--- src/tbc_map.svh ---
// Register offsets, field positions, reset values and divisor counts of the bus control block.
// Summary of operation
// - Enable bit 0 halts the channel; 1 lets it run and drive the data pin, and the clock pin in master modes.
// - After a receive data read in a receive mode, reception_disable 0 allows, 1 blocks the next reception.
// - Master and transmit select bits pick slave/master receive/transmit mode.
// - Arbitration loss in master mode clears both select bits, giving slave receive.
// - Clock select bits affect bus timing only in master modes.
// - Top select bit 0: divide by 28,40,48,64,168,100,112,128.
// - Top select bit 1: divide by 56,80,96,128,336,200,224,256.
`ifndef TBC_MAP_SVH
`define TBC_MAP_SVH
`define TBC_CTRL_A_ADDR   12'h000
`define TBC_STATUS_ADDR   12'h004
`define TBC_CTRL_A_RESET  8'h00
`define TBC_ENABLE_BIT    7
`define TBC_RXDIS_BIT     6
`define TBC_MASTER_BIT    5
`define TBC_TRANSMIT_BIT  4
`define TBC_CKS_HI        3
`define TBC_CKS_LO        0
`define TBC_DIV_0 9'h01c
`define TBC_DIV_1 9'h028
`define TBC_DIV_2 9'h030
`define TBC_DIV_3 9'h040
`define TBC_DIV_4 9'h0a8
`define TBC_DIV_5 9'h064
`define TBC_DIV_6 9'h070
`define TBC_DIV_7 9'h080
`endif

--- src/tbc_pkg.sv ---
// Types shared by the bus control block.
package tbc_pkg;
  typedef enum logic [1:0] {
    TBC_SLAVE_RX,
    TBC_SLAVE_TX,
    TBC_MASTER_RX,
    TBC_MASTER_TX
  } tbc_mode_type;
endpackage

--- src/tbc_mode_rate_ctrl.sv ---
// Control register A with AXI4-Lite access, mode selection and serial clock drive.
//
// The AXI4-Lite interface to the registers and the register offsets are this design's own decisions.
`timescale 1ns/100ps
`include "tbc_map.svh"
module tbc_mode_rate_ctrl (
  input  wire logic        ref_clk,
  input  wire logic        rst_b,
  input  wire logic [11:0] s_axi_awaddr,
  input  wire logic        s_axi_awvalid,
  output logic             s_axi_awready,
  input  wire logic [31:0] s_axi_wdata,
  input  wire logic [3:0]  s_axi_wstrb,
  input  wire logic        s_axi_wvalid,
  output logic             s_axi_wready,
  output logic [1:0]       s_axi_bresp,
  output logic             s_axi_bvalid,
  input  wire logic        s_axi_bready,
  input  wire logic [11:0] s_axi_araddr,
  input  wire logic        s_axi_arvalid,
  output logic             s_axi_arready,
  output logic [31:0]      s_axi_rdata,
  output logic [1:0]       s_axi_rresp,
  output logic             s_axi_rvalid,
  input  wire logic        s_axi_rready,
  input  wire logic        arbitration_lost,
  input  wire logic        receive_data_read,
  input  wire logic        scl_in,
  output logic             scl_out,
  output logic             scl_oe,
  output logic             sda_oe_allowed,
  output logic             reception_allowed,
  output tbc_pkg::tbc_mode_type mode,
  output logic             running
);
  import tbc_pkg::*;

  logic [7:0]  ctrl_a;
  logic [7:0]  next_ctrl_a;
  logic        aw_held;
  logic        next_aw_held;
  logic [11:0] aw_addr;
  logic [11:0] next_aw_addr;
  logic        w_held;
  logic        next_w_held;
  logic [7:0]  w_data;
  logic [7:0]  next_w_data;
  logic        w_strb0;
  logic        next_w_strb0;
  logic        next_bvalid;
  logic [1:0]  next_bresp;
  logic        next_rvalid;
  logic [31:0] next_rdata;
  logic [1:0]  next_rresp;
  logic        rx_blocked;
  logic        next_rx_blocked;
  logic        scl_low;
  logic        period_tick;
  logic        do_write;
  logic        is_master;

  ////////////////////////////////////////////////////////////////////////////////
  // Write and read channels: one transfer of each kind at a time.
  assign s_axi_awready = !aw_held && !s_axi_bvalid;
  assign s_axi_wready  = !w_held && !s_axi_bvalid;
  assign s_axi_arready = !s_axi_rvalid;
  assign do_write      = aw_held && w_held && !s_axi_bvalid;

  always_comb begin
    next_aw_held = aw_held;
    next_aw_addr = aw_addr;
    next_w_held  = w_held;
    next_w_data  = w_data;
    next_w_strb0 = w_strb0;
    next_bvalid  = s_axi_bvalid;
    next_bresp   = s_axi_bresp;
    next_rvalid  = s_axi_rvalid;
    next_rdata   = s_axi_rdata;
    next_rresp   = s_axi_rresp;
    if (s_axi_awvalid && s_axi_awready) begin
      next_aw_held = 1'b1;
      next_aw_addr = s_axi_awaddr;
    end
    if (s_axi_wvalid && s_axi_wready) begin
      next_w_held  = 1'b1;
      next_w_data  = s_axi_wdata[7:0];
      next_w_strb0 = s_axi_wstrb[0];
    end
    if (do_write) begin
      next_aw_held = 1'b0;
      next_w_held  = 1'b0;
      next_bvalid  = 1'b1;
      next_bresp   = (aw_addr[11:2] == 10'(`TBC_CTRL_A_ADDR >> 2)) ? 2'h0 : 2'h2;
    end else if (s_axi_bvalid && s_axi_bready) begin
      next_bvalid = 1'b0;
    end
    if (s_axi_arvalid && s_axi_arready) begin
      next_rvalid = 1'b1;
      next_rresp  = 2'h0;
      if (s_axi_araddr[11:2] == 10'(`TBC_CTRL_A_ADDR >> 2)) begin
        next_rdata = {24'h00_0000, ctrl_a};
      end else if (s_axi_araddr[11:2] == 10'(`TBC_STATUS_ADDR >> 2)) begin
        next_rdata = {28'h000_0000, rx_blocked, scl_low, mode};
      end else begin
        next_rdata = 32'h0000_0000;
        next_rresp = 2'h2;
      end
    end else if (s_axi_rvalid && s_axi_rready) begin
      next_rvalid = 1'b0;
    end
  end

  always_ff @(posedge ref_clk or negedge rst_b) begin
    if (!rst_b) begin
      aw_held      <= 1'b0;
      aw_addr      <= 12'h000;
      w_held       <= 1'b0;
      w_data       <= 8'h00;
      w_strb0      <= 1'b0;
      s_axi_bvalid <= 1'b0;
      s_axi_bresp  <= 2'h0;
      s_axi_rvalid <= 1'b0;
      s_axi_rdata  <= 32'h0000_0000;
      s_axi_rresp  <= 2'h0;
    end else begin
      aw_held      <= next_aw_held;
      aw_addr      <= next_aw_addr;
      w_held       <= next_w_held;
      w_data       <= next_w_data;
      w_strb0      <= next_w_strb0;
      s_axi_bvalid <= next_bvalid;
      s_axi_bresp  <= next_bresp;
      s_axi_rvalid <= next_rvalid;
      s_axi_rdata  <= next_rdata;
      s_axi_rresp  <= next_rresp;
    end
  end

  ////////////////////////////////////////////////////////////////////////////////
  // Control register A and the reception gate.
  always_comb begin
    next_ctrl_a     = ctrl_a;
    next_rx_blocked = rx_blocked;
    if (do_write && w_strb0 && aw_addr[11:2] == 10'(`TBC_CTRL_A_ADDR >> 2)) begin
      next_ctrl_a = w_data;
    end
    // Hardware clear wins over a same-cycle software write, so a lost bus is never reclaimed by accident.
    if (arbitration_lost && ctrl_a[`TBC_MASTER_BIT]) begin
      next_ctrl_a[`TBC_MASTER_BIT]   = 1'b0;
      next_ctrl_a[`TBC_TRANSMIT_BIT] = 1'b0;
    end
    if (!ctrl_a[`TBC_ENABLE_BIT]) begin
      next_rx_blocked = 1'b0;
    end else if (receive_data_read && !ctrl_a[`TBC_TRANSMIT_BIT]) begin
      next_rx_blocked = ctrl_a[`TBC_RXDIS_BIT];
    end
  end

  always_ff @(posedge ref_clk or negedge rst_b) begin
    if (!rst_b) begin
      ctrl_a     <= `TBC_CTRL_A_RESET;
      rx_blocked <= 1'b0;
    end else begin
      ctrl_a     <= next_ctrl_a;
      rx_blocked <= next_rx_blocked;
    end
  end

  ////////////////////////////////////////////////////////////////////////////////
  // Mode decode and pin drive.
  always_comb begin
    case (ctrl_a[`TBC_MASTER_BIT:`TBC_TRANSMIT_BIT])
      2'b00:   mode = TBC_SLAVE_RX;
      2'b01:   mode = TBC_SLAVE_TX;
      2'b10:   mode = TBC_MASTER_RX;
      default: mode = TBC_MASTER_TX;
    endcase
  end

  assign running           = ctrl_a[`TBC_ENABLE_BIT];
  assign is_master         = running && ctrl_a[`TBC_MASTER_BIT];
  assign reception_allowed = running && !rx_blocked;
  assign sda_oe_allowed    = running;
  assign scl_out           = 1'b0;
  // Only a master drives the clock, so the select bits cannot disturb slave timing.
  assign scl_oe            = is_master && scl_low;

  tbc_clk_div u_div (
    .ref_clk      (ref_clk),
    .rst_b        (rst_b),
    .run          (is_master),
    .clock_select (ctrl_a[`TBC_CKS_HI:`TBC_CKS_LO]),
    .scl_in       (scl_in),
    .scl_low      (scl_low),
    .period_tick  (period_tick)
  );

  ////////////////////////////////////////////////////////////////////////////////
  // Checks.
  chk_arb_clears_mode: assert property (@(posedge ref_clk) disable iff (!rst_b)
    arbitration_lost && ctrl_a[`TBC_MASTER_BIT] |=> mode == TBC_SLAVE_RX)
    else $error("mode not slave receive after arbitration loss");
  chk_halt_no_drive: assert property (@(posedge ref_clk) disable iff (!rst_b)
    !running |-> !scl_oe && !sda_oe_allowed)
    else $error("pins driven while halted");
  chk_slave_no_clock: assert property (@(posedge ref_clk) disable iff (!rst_b)
    !ctrl_a[`TBC_MASTER_BIT] |=> !scl_oe)
    else $error("clock driven in slave mode");
  chk_rx_gate_set: assert property (@(posedge ref_clk) disable iff (!rst_b)
    running && receive_data_read && !ctrl_a[`TBC_TRANSMIT_BIT] && ctrl_a[`TBC_RXDIS_BIT] |=> !reception_allowed)
    else $error("reception not blocked");
  chk_rx_gate_open: assert property (@(posedge ref_clk) disable iff (!rst_b)
    running && receive_data_read && !ctrl_a[`TBC_TRANSMIT_BIT] && !ctrl_a[`TBC_RXDIS_BIT] |=> reception_allowed)
    else $error("reception not allowed");
  chk_period_28: assert property (@(posedge ref_clk) disable iff (!rst_b)
    is_master && period_tick && ctrl_a[3:0] == 4'h0 |=> !period_tick [*8])
    else $error("serial period too short");
  chk_double_rate: assert property (@(posedge ref_clk) disable iff (!rst_b)
    is_master && ctrl_a[3:0] == 4'h8 && period_tick |=> scl_low [*8])
    else $error("low phase too short for divide by 56");
  chk_stretch_hold: assert property (@(posedge ref_clk) disable iff (!rst_b)
    is_master && !scl_low && !scl_in && $stable(ctrl_a) |=> !period_tick)
    else $error("period ended while clock held low");
  chk_mode_decode: assert property (@(posedge ref_clk) disable iff (!rst_b)
    ctrl_a[5:4] == 2'b11 |-> mode == TBC_MASTER_TX)
    else $error("master transmit not decoded");
  chk_bresp_once: assert property (@(posedge ref_clk) disable iff (!rst_b)
    s_axi_bvalid && !s_axi_bready |=> s_axi_bvalid && $stable(s_axi_bresp))
    else $error("write response dropped");
  cov_master_tx: cover property (@(posedge ref_clk) disable iff (!rst_b) mode == TBC_MASTER_TX && period_tick);
  cov_arb_loss: cover property (@(posedge ref_clk) disable iff (!rst_b) arbitration_lost && is_master);
  cov_rx_block: cover property (@(posedge ref_clk) disable iff (!rst_b) running && !reception_allowed);
  cov_stretch: cover property (@(posedge ref_clk) disable iff (!rst_b) is_master && !scl_low && !scl_in);
endmodule

--- src/tbc_clk_div.sv ---
// Serial clock generator with low and high phases and clock stretching.
`timescale 1ns/100ps
`include "tbc_map.svh"
module tbc_clk_div (
  input  wire logic       ref_clk,
  input  wire logic       rst_b,
  input  wire logic       run,
  input  wire logic [3:0] clock_select,
  input  wire logic       scl_in,
  output logic            scl_low,
  output logic            period_tick
);
  logic [8:0] cnt;
  logic [8:0] next_cnt;
  logic       next_scl_low;
  logic [8:0] divisor;
  logic [8:0] half;

  always_comb begin
    case (clock_select[2:0])
      3'h0: divisor = `TBC_DIV_0;
      3'h1: divisor = `TBC_DIV_1;
      3'h2: divisor = `TBC_DIV_2;
      3'h3: divisor = `TBC_DIV_3;
      3'h4: divisor = `TBC_DIV_4;
      3'h5: divisor = `TBC_DIV_5;
      3'h6: divisor = `TBC_DIV_6;
      default: divisor = `TBC_DIV_7;
    endcase
    if (clock_select[3]) begin
      divisor = {divisor[7:0], 1'b0};
    end
    half = {1'b0, divisor[8:1]};
  end

  always_comb begin
    next_cnt     = cnt;
    next_scl_low = scl_low;
    period_tick  = 1'b0;
    if (!run) begin
      next_cnt     = 9'h000;
      next_scl_low = 1'b0;
    end else if (!scl_low && !scl_in) begin
      // High phase is held while another device pulls the clock low.
      next_cnt = cnt;
    end else if (cnt == divisor - 9'h001) begin
      next_cnt     = 9'h000;
      next_scl_low = 1'b1;
      period_tick  = 1'b1;
    end else begin
      next_cnt = cnt + 9'h001;
      if (cnt + 9'h001 == half) begin
        next_scl_low = 1'b0;
      end
    end
  end

  always_ff @(posedge ref_clk or negedge rst_b) begin
    if (!rst_b) begin
      cnt     <= 9'h000;
      scl_low <= 1'b0;
    end else begin
      cnt     <= next_cnt;
      scl_low <= next_scl_low;
    end
  end
endmodule

--- config.mk ---
export PLATFORM = sky130hd
export DESIGN_NAME = tbc_mode_rate_ctrl
export DESIGN_NICKNAME = d
export VERILOG_FILES = /design/src/tbc_pkg.sv /design/src/tbc_mode_rate_ctrl.sv /design/src/tbc_clk_div.sv
export VERILOG_INCLUDE_DIRS = /design/src
export SDC_FILE = /design/constraint.sdc
export NUM_CORES = 1
export LEC_CHECK = 0
export BUFFER_PORTS_ARGS = -buffer_cell sky130_fd_sc_hd__buf_2
export CAP_MARGIN = 10
export CORE_UTILIZATION = 25
export DETAILED_ROUTE_END_ITERATION = 12
export GPL_ROUTABILITY_DRIVEN = 0
export PLACE_DENSITY = 0.46
export SYNTH_ARGS = -nofsm -noshare
export SYNTH_HDL_FRONTEND = slang
export SYNTH_SLANG_ARGS = --single-unit
export TNS_END_PERCENT = 1
--- constraint.sdc ---
create_clock -name ref_clk -period 3.1 [get_ports ref_clk]
set_input_delay 0.155 -clock ref_clk [delete_from_list [all_inputs] [get_ports ref_clk]]
set_output_delay 0.155 -clock ref_clk [all_outputs]
set_load 0.01 [all_outputs]
Word level (Yosys, flattened, before mapping) --
Index checks and enable logic that the tools add are counted.
Word-level totals: output and inout port bits 48, word-level logic and storage cells 93, input bits 70, register bits after elaboration 80
Operators by class: mux-type cells 27, add/sub/neg operators 2, reduce and logical (&&, ||, !) cells 35, equality and inequality tests 14
Operators by type and width (count):
- $pmux 8 s7 | 1
- $mux 9 | 4
- $logic_not 10->1 | 2
- $logic_and 1x1->1 | 17
- $mux 1 | 14
- $eq 10x1->1 const B | 1
- $reduce_bool 2->1 | 5
- $add 9x1->9 const B | 1
- $eq 3x3->1 const B | 3
- $eq 9x8->1 | 1
- $eq 9x9->1 | 1
- $sub 9x1->9 const B | 1
- $logic_not 1->1 | 8
- $mux 2 | 4
- $mux 8 | 1
- $eq 3x2->1 const B | 2
- $mux 6 | 1
- $pmux 2 s3 | 1
- $mux 4 | 1
- $eq 3x1->1 const B | 1
- $logic_not 3->1 | 1
- $ne 3x1->1 const B | 1
- $eq 2x1->1 const B | 1
- $eq 2x2->1 const B | 1
- 4 further kinds | 4

Longest topological paths before layout --
Gate-level depths: netlist of the first run.
depth in word-level cells 8, gate-level depth with buffers 15, gate-level depth less buffers 11

By module --
Synthesis of the first run repeated with hierarchy kept, for this count alone.
Second synthesis, totals: cell total of the unflattened synthesis 336, area total of the unflattened synthesis 3256.9 µm²
Modules (own cells, without submodules):
- tbc_mode_rate_ctrl | area each 1974.4 µm², instances 1, seq. area each 1051.0 µm², cells an instance 167
- tbc_clk_div | area each 1282.5 µm², instances 1, seq. area each 250.2 µm², cells an instance 169

Least setup slack after synthesis of the first run --
Ideal clock, no wire load.
kind flip-flop to flip-flop, from register ctrl_a[3], to register u_div.cnt[7], data required time 2.976 ns, stages on the path, launching flop included 16, library setup time 0.124 ns, setup slack 0.265 ns, path buffers 4, clock period less this slack 2.835 ns, data arrival time 2.711 ns, cells stage by stage dfrtp_1 > buf_4 > buf_6 > buf_2 > nand2_1 > nor2_1 > a211o_1 > ha_1 > nand3b_1 > a21oi_1 > xor2_1 > nor4_2 > a31o_2 > buf_6 > nor2_1 > a211o_1
Between the ends: cells in the longest elaborated chain, start to end 6
RTL lines:
- start: declaration | RTL line tbc_mode_rate_ctrl.sv:38 | logic [7:0] ctrl_a;
- start signal: assignment | RTL line tbc_mode_rate_ctrl.sv:161 | ctrl_a <= `TBC_CTRL_A_RESET;
- start signal: assignment | RTL line tbc_mode_rate_ctrl.sv:164 | ctrl_a <= next_ctrl_a;
- $mux 9 | RTL line tbc_clk_div.sv:30 | if (clock_select[3]) begin
- $sub 9x1->9 | RTL line tbc_clk_div.sv:46 | end else if (cnt == divisor - 9'h001) begin
- $eq 9x9->1 | RTL line tbc_clk_div.sv:46
- $mux 9 | RTL line tbc_clk_div.sv:46
- $mux 9 | RTL line tbc_clk_div.sv:43 | end else if (!scl_low && !scl_in) begin
- $mux 9 | RTL line tbc_clk_div.sv:40 | if (!run) begin
- end signal: assignment | RTL line tbc_clk_div.sv:63 | cnt <= next_cnt;
- end: declaration | RTL line tbc_clk_div.sv:13 | logic [8:0] cnt;
No other way between the ends. The select of a mux whose other input is x is not followed. A chain may end at the register's enable or synchronous reset.

Worst setup path in the final report of the first run --
from register ctrl_a[2], to register u_div.cnt[2]
Between the ends: cells in the longest elaborated chain, start to end 8, elaborated cells between the ends (all ways) 14, classes of those cells add/sub: 1; eq/ne: 7; mux: 5; reduce/logical: 1
RTL lines:
- $eq 3x3->1 (tied with other cells) | RTL line tbc_clk_div.sv:20 | case (clock_select[2:0])
- $pmux 8 s7 * | RTL line tbc_clk_div.sv:20
- $mux 9 * | RTL line tbc_clk_div.sv:30
- $sub 9x1->9 * | RTL line tbc_clk_div.sv:46
- $eq 9x9->1 * | RTL line tbc_clk_div.sv:46
- $mux 9 * | RTL line tbc_clk_div.sv:46
- $mux 9 * | RTL line tbc_clk_div.sv:43
- $mux 9 * | RTL line tbc_clk_div.sv:40
Mark *: on every way between the ends. The rest lies on a longest branch, timed or not. The select of a mux whose other input is x is not followed.

==> flow_metrics.tcl, run 1 <==
set metrics [dict create \
    final_util_pct 29.9 \
    final_layout_size_suffix_gt1_share_pct 28.5 \
    critical_path_required_ns 3.34 \
    antenna_violations_before_repair 0 \
    route.final.wire_length_mm 6.32 \
    worst_setup_ep_type "flop" \
    outcome "finished clean" \
    clkLatencyLatePin_ns 0.29 \
    detailed_place.area_um2 3440 \
    global_route.overflow_total 0 \
    clock-skew-final_ns 0.00469 \
    num-nets-final 436 \
    synth_top_area_share_pct 41.9 \
    floorplan.initialDensity_pct 25.7 \
    mapped_avg_cell_area_um2 9.92 \
    design.die.area_um2 12900 \
    critical_path_peak_fanout 7 \
    synth.lib_cells_used.distinct 51 \
    fill_cells 1275 \
    ant_nets 0 \
    first_pass_grt_wire_length_mm 10.6 \
    synth-async-reset-ratio_pct 100 \
    max_cap_viol_count 0 \
    slew_at_the_pin_closest_to_its_max_slew_limit_ns 0.578 \
    cts.sink_count 52 \
    via_count_of_the_first_global_routing_pass 2143 \
    floorplan.die.width_um 113 \
    drc_violations_left 0 \
    grt_max_degree 29 \
    setup_viol 0 \
    worstPathArrival_ns 3.03 \
    unrepaired_setup_endpoints_after_global_routing "no" \
    synth_cells 313 \
    synth_area_leaders "dfrtp_1 (42%), mux2_2 (8.7%), buf_4 (7.0%)" \
    die_h_um 113 \
    via_count 2277 \
    maxSlewViolCount 0 \
    synth.yosys.seq_area_share_pct 41.9 \
    hp-class "in2reg" \
    finalCritPeriodShare_pct 90.0 \
    yosysWarnings 0 \
    track_usage_pct 10.4 \
    power_density_nw_per_um2 539 \
    vdd_ir_drop_max_mv 0.274 \
    post-cts-setup-buffers 0 \
    final_hold_viol_count 0 \
    tritoncts_clock_tree "done" \
    yosys.cell_count.top_type "dfrtp_1" \
    yosys_most_used_dff "dfrtp_1" \
    numPortBuffers 59 \
    htreeDepth 2 \
    finalWorstPathRequiredPeriod_ns 2.79 \
    detailedRoute.firstIterationViolations 48 \
    worstSetupPathType "reg2reg" \
    achievable-frequency_ghz 0.358 \
    ys_seq_elements 52 \
    first_pass_iters 4 \
    cts_root_buf "clkbuf_16" \
    placement_rows 40 \
    setup_total_negative_slack_ns 0 \
    core-area_um2 12100 \
    synthDominantAreaCellType "dfrtp_1" \
    place_hpwl_mm 4.80 \
    tritoncts.num_buffers 5 \
    boundaryPins 118 \
    synthTopCellsByCount "dfrtp_1 (52), buf_4 (29), mux2_2 (24), nand2_1 (24), o21ai_0 (16)" \
    timing.critical_path.from_type "flop" \
    syn_to_final_growth_pct 16.2 \
    synth_edf_count 0 \
    netlist_area_um2 3110 \
    finish.instance_area_um2 3610 \
    antenna-diode-count 0 \
    maxSlewHeadroom_pct 61.5 \
    cts.clk_slew.worst_paths_ns 0.08 \
    p_leak_nw 1.69 \
    cts_max_path_buffers 2 \
    post_drt_via_cell_ratio 4.27 \
    whs_ns 0.0162 \
    wl_per_instance_um 11.9 \
]
-- worst paths after layout --
kind | cells after the start | start | slack [ns] | end
max in group asynchronous | 3 | rst_b | 1.92 | w_strb0
worst min register to register | 2 | s_axi_rdata[1] | 0.48 | s_axi_rdata[1]
worst max-delay path | 11 | ctrl_a[2] | 0.31 | u_div.cnt[2]
worst min-delay path | 2 | s_axi_bready | 0.02 | s_axi_bvalid
min in group asynchronous | 2 | rst_b | 0.40 | u_div.cnt[8]
worst max register to register | 11 | ctrl_a[2] | 0.31 | u_div.cnt[2]
-- critical path: stages, from the launching register on --
cell,delay (ns)
dfrtp_1,0.43
xor2_1,0.20
or3_1,0.37
ha_1,0.29
or2b_1,0.24
a211oi_1,0.19
nand3_1,0.14
xor2_1,0.17
a31o_2,0.33
buf_12,0.15
a21oi_1,0.12
a21o_1,0.10
-- layer usage --
| layer | GRT usage (%) | routed length [um] |
|---|---|---|
| met5 | 0 | 0 |
| met4 | 3.95 | 62 |
| met3 | 2.60 | 332 |
| met2 | 16.4 | 2910 |
| met1 | 13.7 | 3010 |
-- power by group --
group,internal (W),leakage [nW],switching [W]
clock network,0.000311,0.0772,0.000276
registers,0.000834,0.666,0.0000975
logic,0.000228,0.946,0.000197
-- cells in the final DEF, fill, tap and decap left out, types with 4 or more instances in the layout --
master / count
buf_2: 59
dfrtp_1: 52
conb_1: 27
nand2_1: 24
mux2_2: 24
o21ai_0: 16
nor2_1: 14
xor2_1: 12
nor3_1: 11
xnor2_1: 11
a21oi_1: 10
inv_1: 8
mux2i_1: 8
buf_4: 8
nand3_1: 7
nor2b_1: 6
clkbuf_16: 5
o211ai_1: 4
nand4_1: 4
nor4_1: 4
a22o_1: 4
-- cell type report --
type / instances / area [um^2] / area share (%)
multi-input combinational: 228 / 1520 / 42.2
sequential: 52 / 1300 / 36.1
timing repair buffer: 69 / 385 / 10.7
tap: 168 / 210 / 5.83
clock buffer: 5 / 125 / 3.47
clock inverter: 3 / 33.8 / 0.937
inverter: 8 / 30.0 / 0.832
-- state kept, by name (all words and copies together) (netlist names), 8 cells and up --
register     flops
w_data           8
aw_addr         10
ctrl_a           8
s_axi_rdata      8
u_div.cnt        9
-- stage by stage --
step	std cells	worst slack [ns]	power, W
2_1_floorplan	339	0.265	0.00126
3_3_place_gp	524	0.237	0.00137
3_5_place_dp	524	0.220	0.00138
4_1_cts	533	0.200	0.00198
5_1_grt	533	0.0899	0.00207
6_report	533	0.309	0.00194
-- what timing repair did --
action | CTS | global route
gates resized for setup | 0 | 0
endpoints found under the setup margin | 0 | 3
endpoints found under the hold margin | 24 | 0
hold buffers | 1 | 0
-- logic make-up after synthesis --
family / Yosys count / share of synthesized area, %
AOI/OAI and AO/OA: 55 / 12.2
other: 1 / 0.121
and+or+nand+nor: 88 / 14.6
buffers and inverters: 59 / 12.2
muxes: 32 / 11.3
DFF: 52 / 41.9
adders and majority gates: 3 / 1.13
xor gates and xnor gates: 23 / 6.49
No activity file was read; power rests on OpenSTA's default activity.
==> inputs of run 2 (changes only) <==
- BUFFER_PORTS_ARGS: -buffer_cell sky130_fd_sc_hd__buf_2 -> -buffer_cell sky130_fd_sc_hd__buf_4
- SETUP_SLACK_MARGIN: default -> 0.02
==> flow_metrics.tcl, run 2 (same netlist as run 1, synthesis figures left out) <==
set metrics [dict create \
    cts.clk_slew.worst_paths_ns 0.08 \
    htreeDepth 2 \
    antenna_violations_before_repair 0 \
    hold_path.startpoint "s_axi_bready" \
    timing.critical_path.from_type "flop" \
    first_pass_iters 4 \
    global_route.peak_usage_layer "met2" \
    maxSlewViolCount 0 \
    place_hpwl_mm 4.90 \
    p_sw_share_pct 29.4 \
    setup_viol 0 \
    slew_at_the_pin_closest_to_its_max_slew_limit_ns 0.671 \
    die_h_um 113 \
    detailedRoute.firstIterationViolations 87 \
    largest_register "aw_addr" \
    maxSlewHeadroom_pct 55.3 \
    largest_register_ffs 10 \
    wl_per_instance_um 12.3 \
    design.die.area_um2 12900 \
    cts_root_buf "clkbuf_16" \
    p_leak_nw 1.73 \
    most-common-layout-cells "buf_4 (70), dfrtp_1 (52), conb_1 (27)" \
    vdd_ir_drop_max_mv 0.317 \
    global_route.usage.met1_pct 14.8 \
    setup_total_negative_slack_ns 0 \
    worst_setup_ep_type "flop" \
    hp-class "in2reg" \
    power.switching_w 0.000585 \
    finalCritPeriodShare_pct 90.6 \
    floorplan.initialDensity_pct 25.7 \
    global_route.usage.met2_pct 17.9 \
    reg.largest.list "aw_addr x10, u_div.cnt x9" \
    finish.cell_count_without_fillers 535 \
    worstPathArrival_ns 3.04 \
    power_w 0.00199 \
    critical_path_peak_fanout 11 \
    antenna-diode-count 0 \
    critical_path_required_ns 3.34 \
    power_frac_clock_pct 30.3 \
    fill_cells 1267 \
    via_count_of_the_first_global_routing_pass 2307 \
    tritoncts_clock_tree "done" \
    power_density_nw_per_um2 529 \
    worstSetupPathType "reg2reg" \
    num-nets-final 438 \
    core-area_um2 12100 \
    most_common_library_cell_in_the_layout_ignoring_fill_and_taps "buf_4" \
    power.internal_w 0.00140 \
    multi_input_area_um2 1520 \
    clkLatencyLatePin_ns 0.30 \
    drc_violations_left 0 \
    placed_cells 525 \
    ant_nets 0 \
    track_usage_pct 11.2 \
    cts_max_path_buffers 2 \
    global_route.overflow_total 0 \
    syn_to_final_growth_pct 21.1 \
    clock-skew-final_ns 0.0103 \
    first_pass_grt_wire_length_mm 11.5 \
    worstSetupStartpoint "ctrl_a[0]" \
    reg_to_reg_startpoint "ctrl_a[0]" \
    reg2reg_depth 13 \
    sequentialPowerShare_pct 46.8 \
    placement_rows 40 \
    grt_max_degree 53 \
    finalWorstPathRequiredPeriod_ns 2.81 \
    achievable-frequency_ghz 0.356 \
    final_hold_viol_count 0 \
    max_cap_viol_count 0 \
    route.final.wire_length_mm 6.58 \
    cts.sink_count 52 \
    combinationalPowerShare_pct 22.9 \
    grt_util_met3_pct 3.40 \
    floorplan.die.width_um 113 \
    via_count 2290 \
    min_delay_path_depth 2 \
    post_drt_via_cell_ratio 4.28 \
    tritoncts.num_buffers 5 \
    final_layout_size_suffix_gt1_share_pct 29.2 \
    numPortBuffers 59 \
    final_util_pct 31.2 \
    outcome "finished clean" \
    layout.area.seq_um2 1300 \
    boundaryPins 118 \
    unrepaired_setup_endpoints_after_global_routing "no" \
]
-- run 2: changes by cell type in the layout (fill, tap and decap cells not counted), sizes merged --
| cell | change |
|---|---|
| buf | +2 |
-- run 2: critical path, cell delays in order (launching register included) --
cell,delay (ns)
dfrtp_1,0.44
buf_4,0.19
nand2_1,0.08
nor2_1,0.05
a211o_1,0.31
ha_2,0.22
or2b_1,0.22
a211oi_1,0.20
nand3_1,0.15
xor2_1,0.18
a31o_2,0.33
buf_4,0.16
a21oi_1,0.12
a21o_1,0.10
-- run 2: path summary, 6_finish.rpt --
kind                                   to  slack, ns
hold reg to reg            s_axi_rdata[1]       0.49
setup / recovery             u_div.cnt[2]       0.29
max in group asynchronous       ctrl_a[3]       2.22
min in group asynchronous    u_div.cnt[6]       0.44
hold / removal               s_axi_bvalid       0.01
setup reg to reg             u_div.cnt[2]       0.29
-- run 2: per-stage QoR --
step / setup WS (ns) / hold WS, ns / instance area, um^2
3_5_place_dp: 0.160 / 0.250 / 3580
4_1_cts: 0.157 / 0.00186 / 3750
2_1_floorplan: 0.265 / -0.141 / 3200
5_1_grt: 0.0692 / 0.0183 / 3760
3_3_place_gp: 0.209 / 0.245 / 3580
6_report: 0.292 / 0.0100 / 3760
-- run 2: metal layers --
| metal | vias up | part of all wire (%) | wire length [um] |
|---|---|---|---|
| met2 | 86 | 46 | 3030 |
| met5 | - | 0 | 0 |
| met4 | 0 | 0.85 | 56 |
| li1 | 1136 | - | - |
| met3 | 4 | 6.0 | 396 |
| met1 | 1064 | 47 | 3100 |
-- run 2: power by group through the flow --
stage	combinational [W]	sequential [W]	clock [W]
after floorplan	0.000349	0.000916	0
after global placement	0.000454	0.000943	0
after detailed placement	0.000463	0.000947	0
after CTS	0.000465	0.000933	0.000624
after global routing	0.000516	0.000957	0.000647
final	0.000456	0.000930	0.000602
-- run 2: final cells by class --
cell class	count	share of cell area, %
clock inverter	3	0.899
clock buffer	5	3.33
multi-input combinational	228	40.5
sequential	52	34.6
inverter	8	0.799
tap	168	5.59
timing repair buffer	71	14.2
-- run 2: what timing repair did --
| item | in CTS | in global routing |
|---|---|---|
| hold buffers | 1 | 0 |
| setup buffers | 0 | 1 |
| gates resized for setup | 0 | 1 |
| hold endpoints to repair | 52 | 0 |
| endpoints found under the setup margin | 0 | 7 |
==> inputs of run 3 (changes only) <==
- CELL_PAD_IN_SITES_DETAIL_PLACEMENT: default -> 0
- CELL_PAD_IN_SITES_GLOBAL_PLACEMENT: default -> 1
- PLACE_DENSITY: 0.46 -> 0.58
==> flow_metrics.tcl, run 3 (same netlist as run 1, synthesis figures left out) <==
set metrics [dict create \
    outcome "finished clean" \
    most-common-layout-cells "buf_4 (69), dfrtp_1 (52), conb_1 (27)" \
    p_leak_nw 1.72 \
    cp_dominant_cell_by_count "xor2_1" \
    clkLatencyLatePin_ns 0.29 \
    maxSlewViolCount 0 \
    slew_at_the_pin_closest_to_its_max_slew_limit_ns 0.689 \
    critical_path_peak_fanout 12 \
    cts.sink_count 52 \
    grt_max_degree 53 \
    first_pass_grt_wire_length_mm 11.0 \
    crit_path_cell_trace "xor2_1 > or3_1 > ha_1 > nand3b_1 > a21oi_1 > xor2_1 > nor4_2 > a31o_4 > nor3_1 > a211o_1" \
    most_common_library_cell_in_the_layout_ignoring_fill_and_taps "buf_4" \
    multi_input_area_um2 1530 \
    route.final.wire_length_mm 6.66 \
    placement_rows 40 \
    cp_slowest_cell "dfrtp_1" \
    min_delay_path_depth 2 \
    cts_max_path_buffers 2 \
    floorplan.die.width_um 113 \
    detailedRoute.firstIterationViolations 88 \
    ant_nets 0 \
    wl_per_instance_um 12.5 \
    track_usage_pct 10.8 \
    setup_total_negative_slack_ns 0 \
    tritoncts_clock_tree "done" \
    power_density_nw_per_um2 524 \
    final_hold_viol_count 0 \
    clock-skew-final_ns 0.00520 \
    antenna-diode-count 0 \
    syn_to_final_growth_pct 20.8 \
    critical_path_required_ns 3.28 \
    largest_register_ffs 10 \
    vdd_ir_drop_max_mv 0.304 \
    antenna_violations_before_repair 0 \
    design.die.area_um2 12900 \
    die_h_um 113 \
    worst_setup_ep_type "flop" \
    worstPathArrival_ns 3.07 \
    via_count_of_the_first_global_routing_pass 2238 \
    unrepaired_setup_endpoints_after_global_routing "no" \
    final_layout_size_suffix_gt1_share_pct 28.7 \
    timing.critical_path.from_type "flop" \
    finalWorstPathRequiredPeriod_ns 2.88 \
    cts.clk_slew.worst_paths_ns 0.08 \
    post_drt_via_cell_ratio 4.31 \
    global_route.overflow_total 0 \
    reg.largest.list "aw_addr x10, u_div.cnt x9" \
    reg_to_reg_startpoint "ctrl_a[0]" \
    finalCritPeriodShare_pct 93.0 \
    whs_ns 0.0294 \
    finish.instance_area_um2 3750 \
    cts_root_buf "clkbuf_16" \
    fill_cells 1272 \
    setup_viol 0 \
    finish.cell_count_without_fillers 534 \
    via_count 2300 \
    achievable-frequency_ghz 0.347 \
    place_hpwl_mm 4.92 \
    hold_path.startpoint "s_axi_bready" \
    reg2reg_depth 10 \
    num-nets-final 437 \
    layout.area.seq_um2 1300 \
    worst_hold_path_endpoint "s_axi_bvalid" \
    hp-class "in2reg" \
    numPortBuffers 59 \
    floorplan.initialDensity_pct 25.7 \
    largest_register "aw_addr" \
    htreeDepth 2 \
    tritoncts.num_buffers 5 \
    maxSlewHeadroom_pct 54.0 \
    max_cap_viol_count 0 \
    regToRegEndpoint "u_div.cnt[6]" \
    first_pass_iters 4 \
    boundaryPins 118 \
    post-cts-setup-buffers 0 \
    core-area_um2 12100 \
    critPathMaxStageDelay_ns 0.43 \
    detailed_place.area_um2 3580 \
    placed_cells 525 \
    worstSetupPathType "reg2reg" \
    r2r_setup_slack_ns 0.22 \
    drc_violations_left 0 \
]
run 3: cell types whose count changed in the layout (fill, tap and decap cells not counted), sizes merged:
cell      previous run  this run
clkinv               2         0
clkinvlp             0         2
buf                 70        69
run 3: worst max-delay path, delay by kind of cell (launching register included):
kind	cells	cell delay [ns]
and+or+nand+nor	4	1.00
AOI/OAI and AO/OA	3	0.75
DFF	1	0.43
adders and majority gates	1	0.31
xor gates and xnor gates	2	0.28
run 3: through the flow:
step,power (W),setup WS (ns),utilization [%]
floorplan,0.00126,0.265,-
global placement,0.00140,0.166,29.7
detailed placement,0.00141,0.146,29.7
CTS,0.00201,0.137,31.0
global route,0.00209,0.0584,31.1
finish,0.00197,0.218,31.1
run 3: worst max-delay path by stage:
| stage | startpoint | end | slack, ns | cells after the start |
|---|---|---|---|---|
| 2_1_floorplan | ctrl_a[3] | u_div.cnt[7] | 0.26 | 15 |
| 3_3_place_gp | ctrl_a[0] | u_div.cnt[6] | 0.17 | 10 |
| 3_5_place_dp | ctrl_a[0] | u_div.cnt[6] | 0.15 | 10 |
| 4_1_cts | ctrl_a[0] | u_div.cnt[6] | 0.14 | 10 |
| 5_1_grt | ctrl_a[0] | u_div.cnt[7] | 0.06 | 10 |
| 6_report | ctrl_a[0] | u_div.cnt[6] | 0.22 | 10 |
run 3: final cells by class:
cell class / instances / area share, %
clock inverters: 3 / 0.700
well taps: 168 / 5.60
multi-input cells: 228 / 40.8
clock buffers: 5 / 3.34
flip-flops and latches: 52 / 34.7
inverters: 8 / 0.801
repair buffers: 70 / 14.1
run 3: report_power, final:
group / total, W / internal (W) / switching, W
logic: 0.000457 / 0.000257 / 0.000200
clock network: 0.000580 / 0.000306 / 0.000274
registers: 0.000930 / 0.000834 / 0.0000959
total: 0.00197 / 0.00140 / 0.000570
run 3: per-layer routing:
layer | vias to the layer above | routed length, um | global-route usage, % | share of wire [%]
met1 | 1099 | 3090 | 13.6 | 46
met5 | - | 0 | 0 | 0
met4 | 0 | 80 | 3.95 | 1.2
li1 | 1130 | - | - | -
met2 | 65 | 3160 | 18.0 | 47
met3 | 6 | 325 | 2.71 | 4.9
run 3: repair_timing:
action	CTS	global route
endpoints found under the setup margin	0	2
gates resized for setup	0	1
endpoints found under the hold margin	52	0
hold buffers	1	0
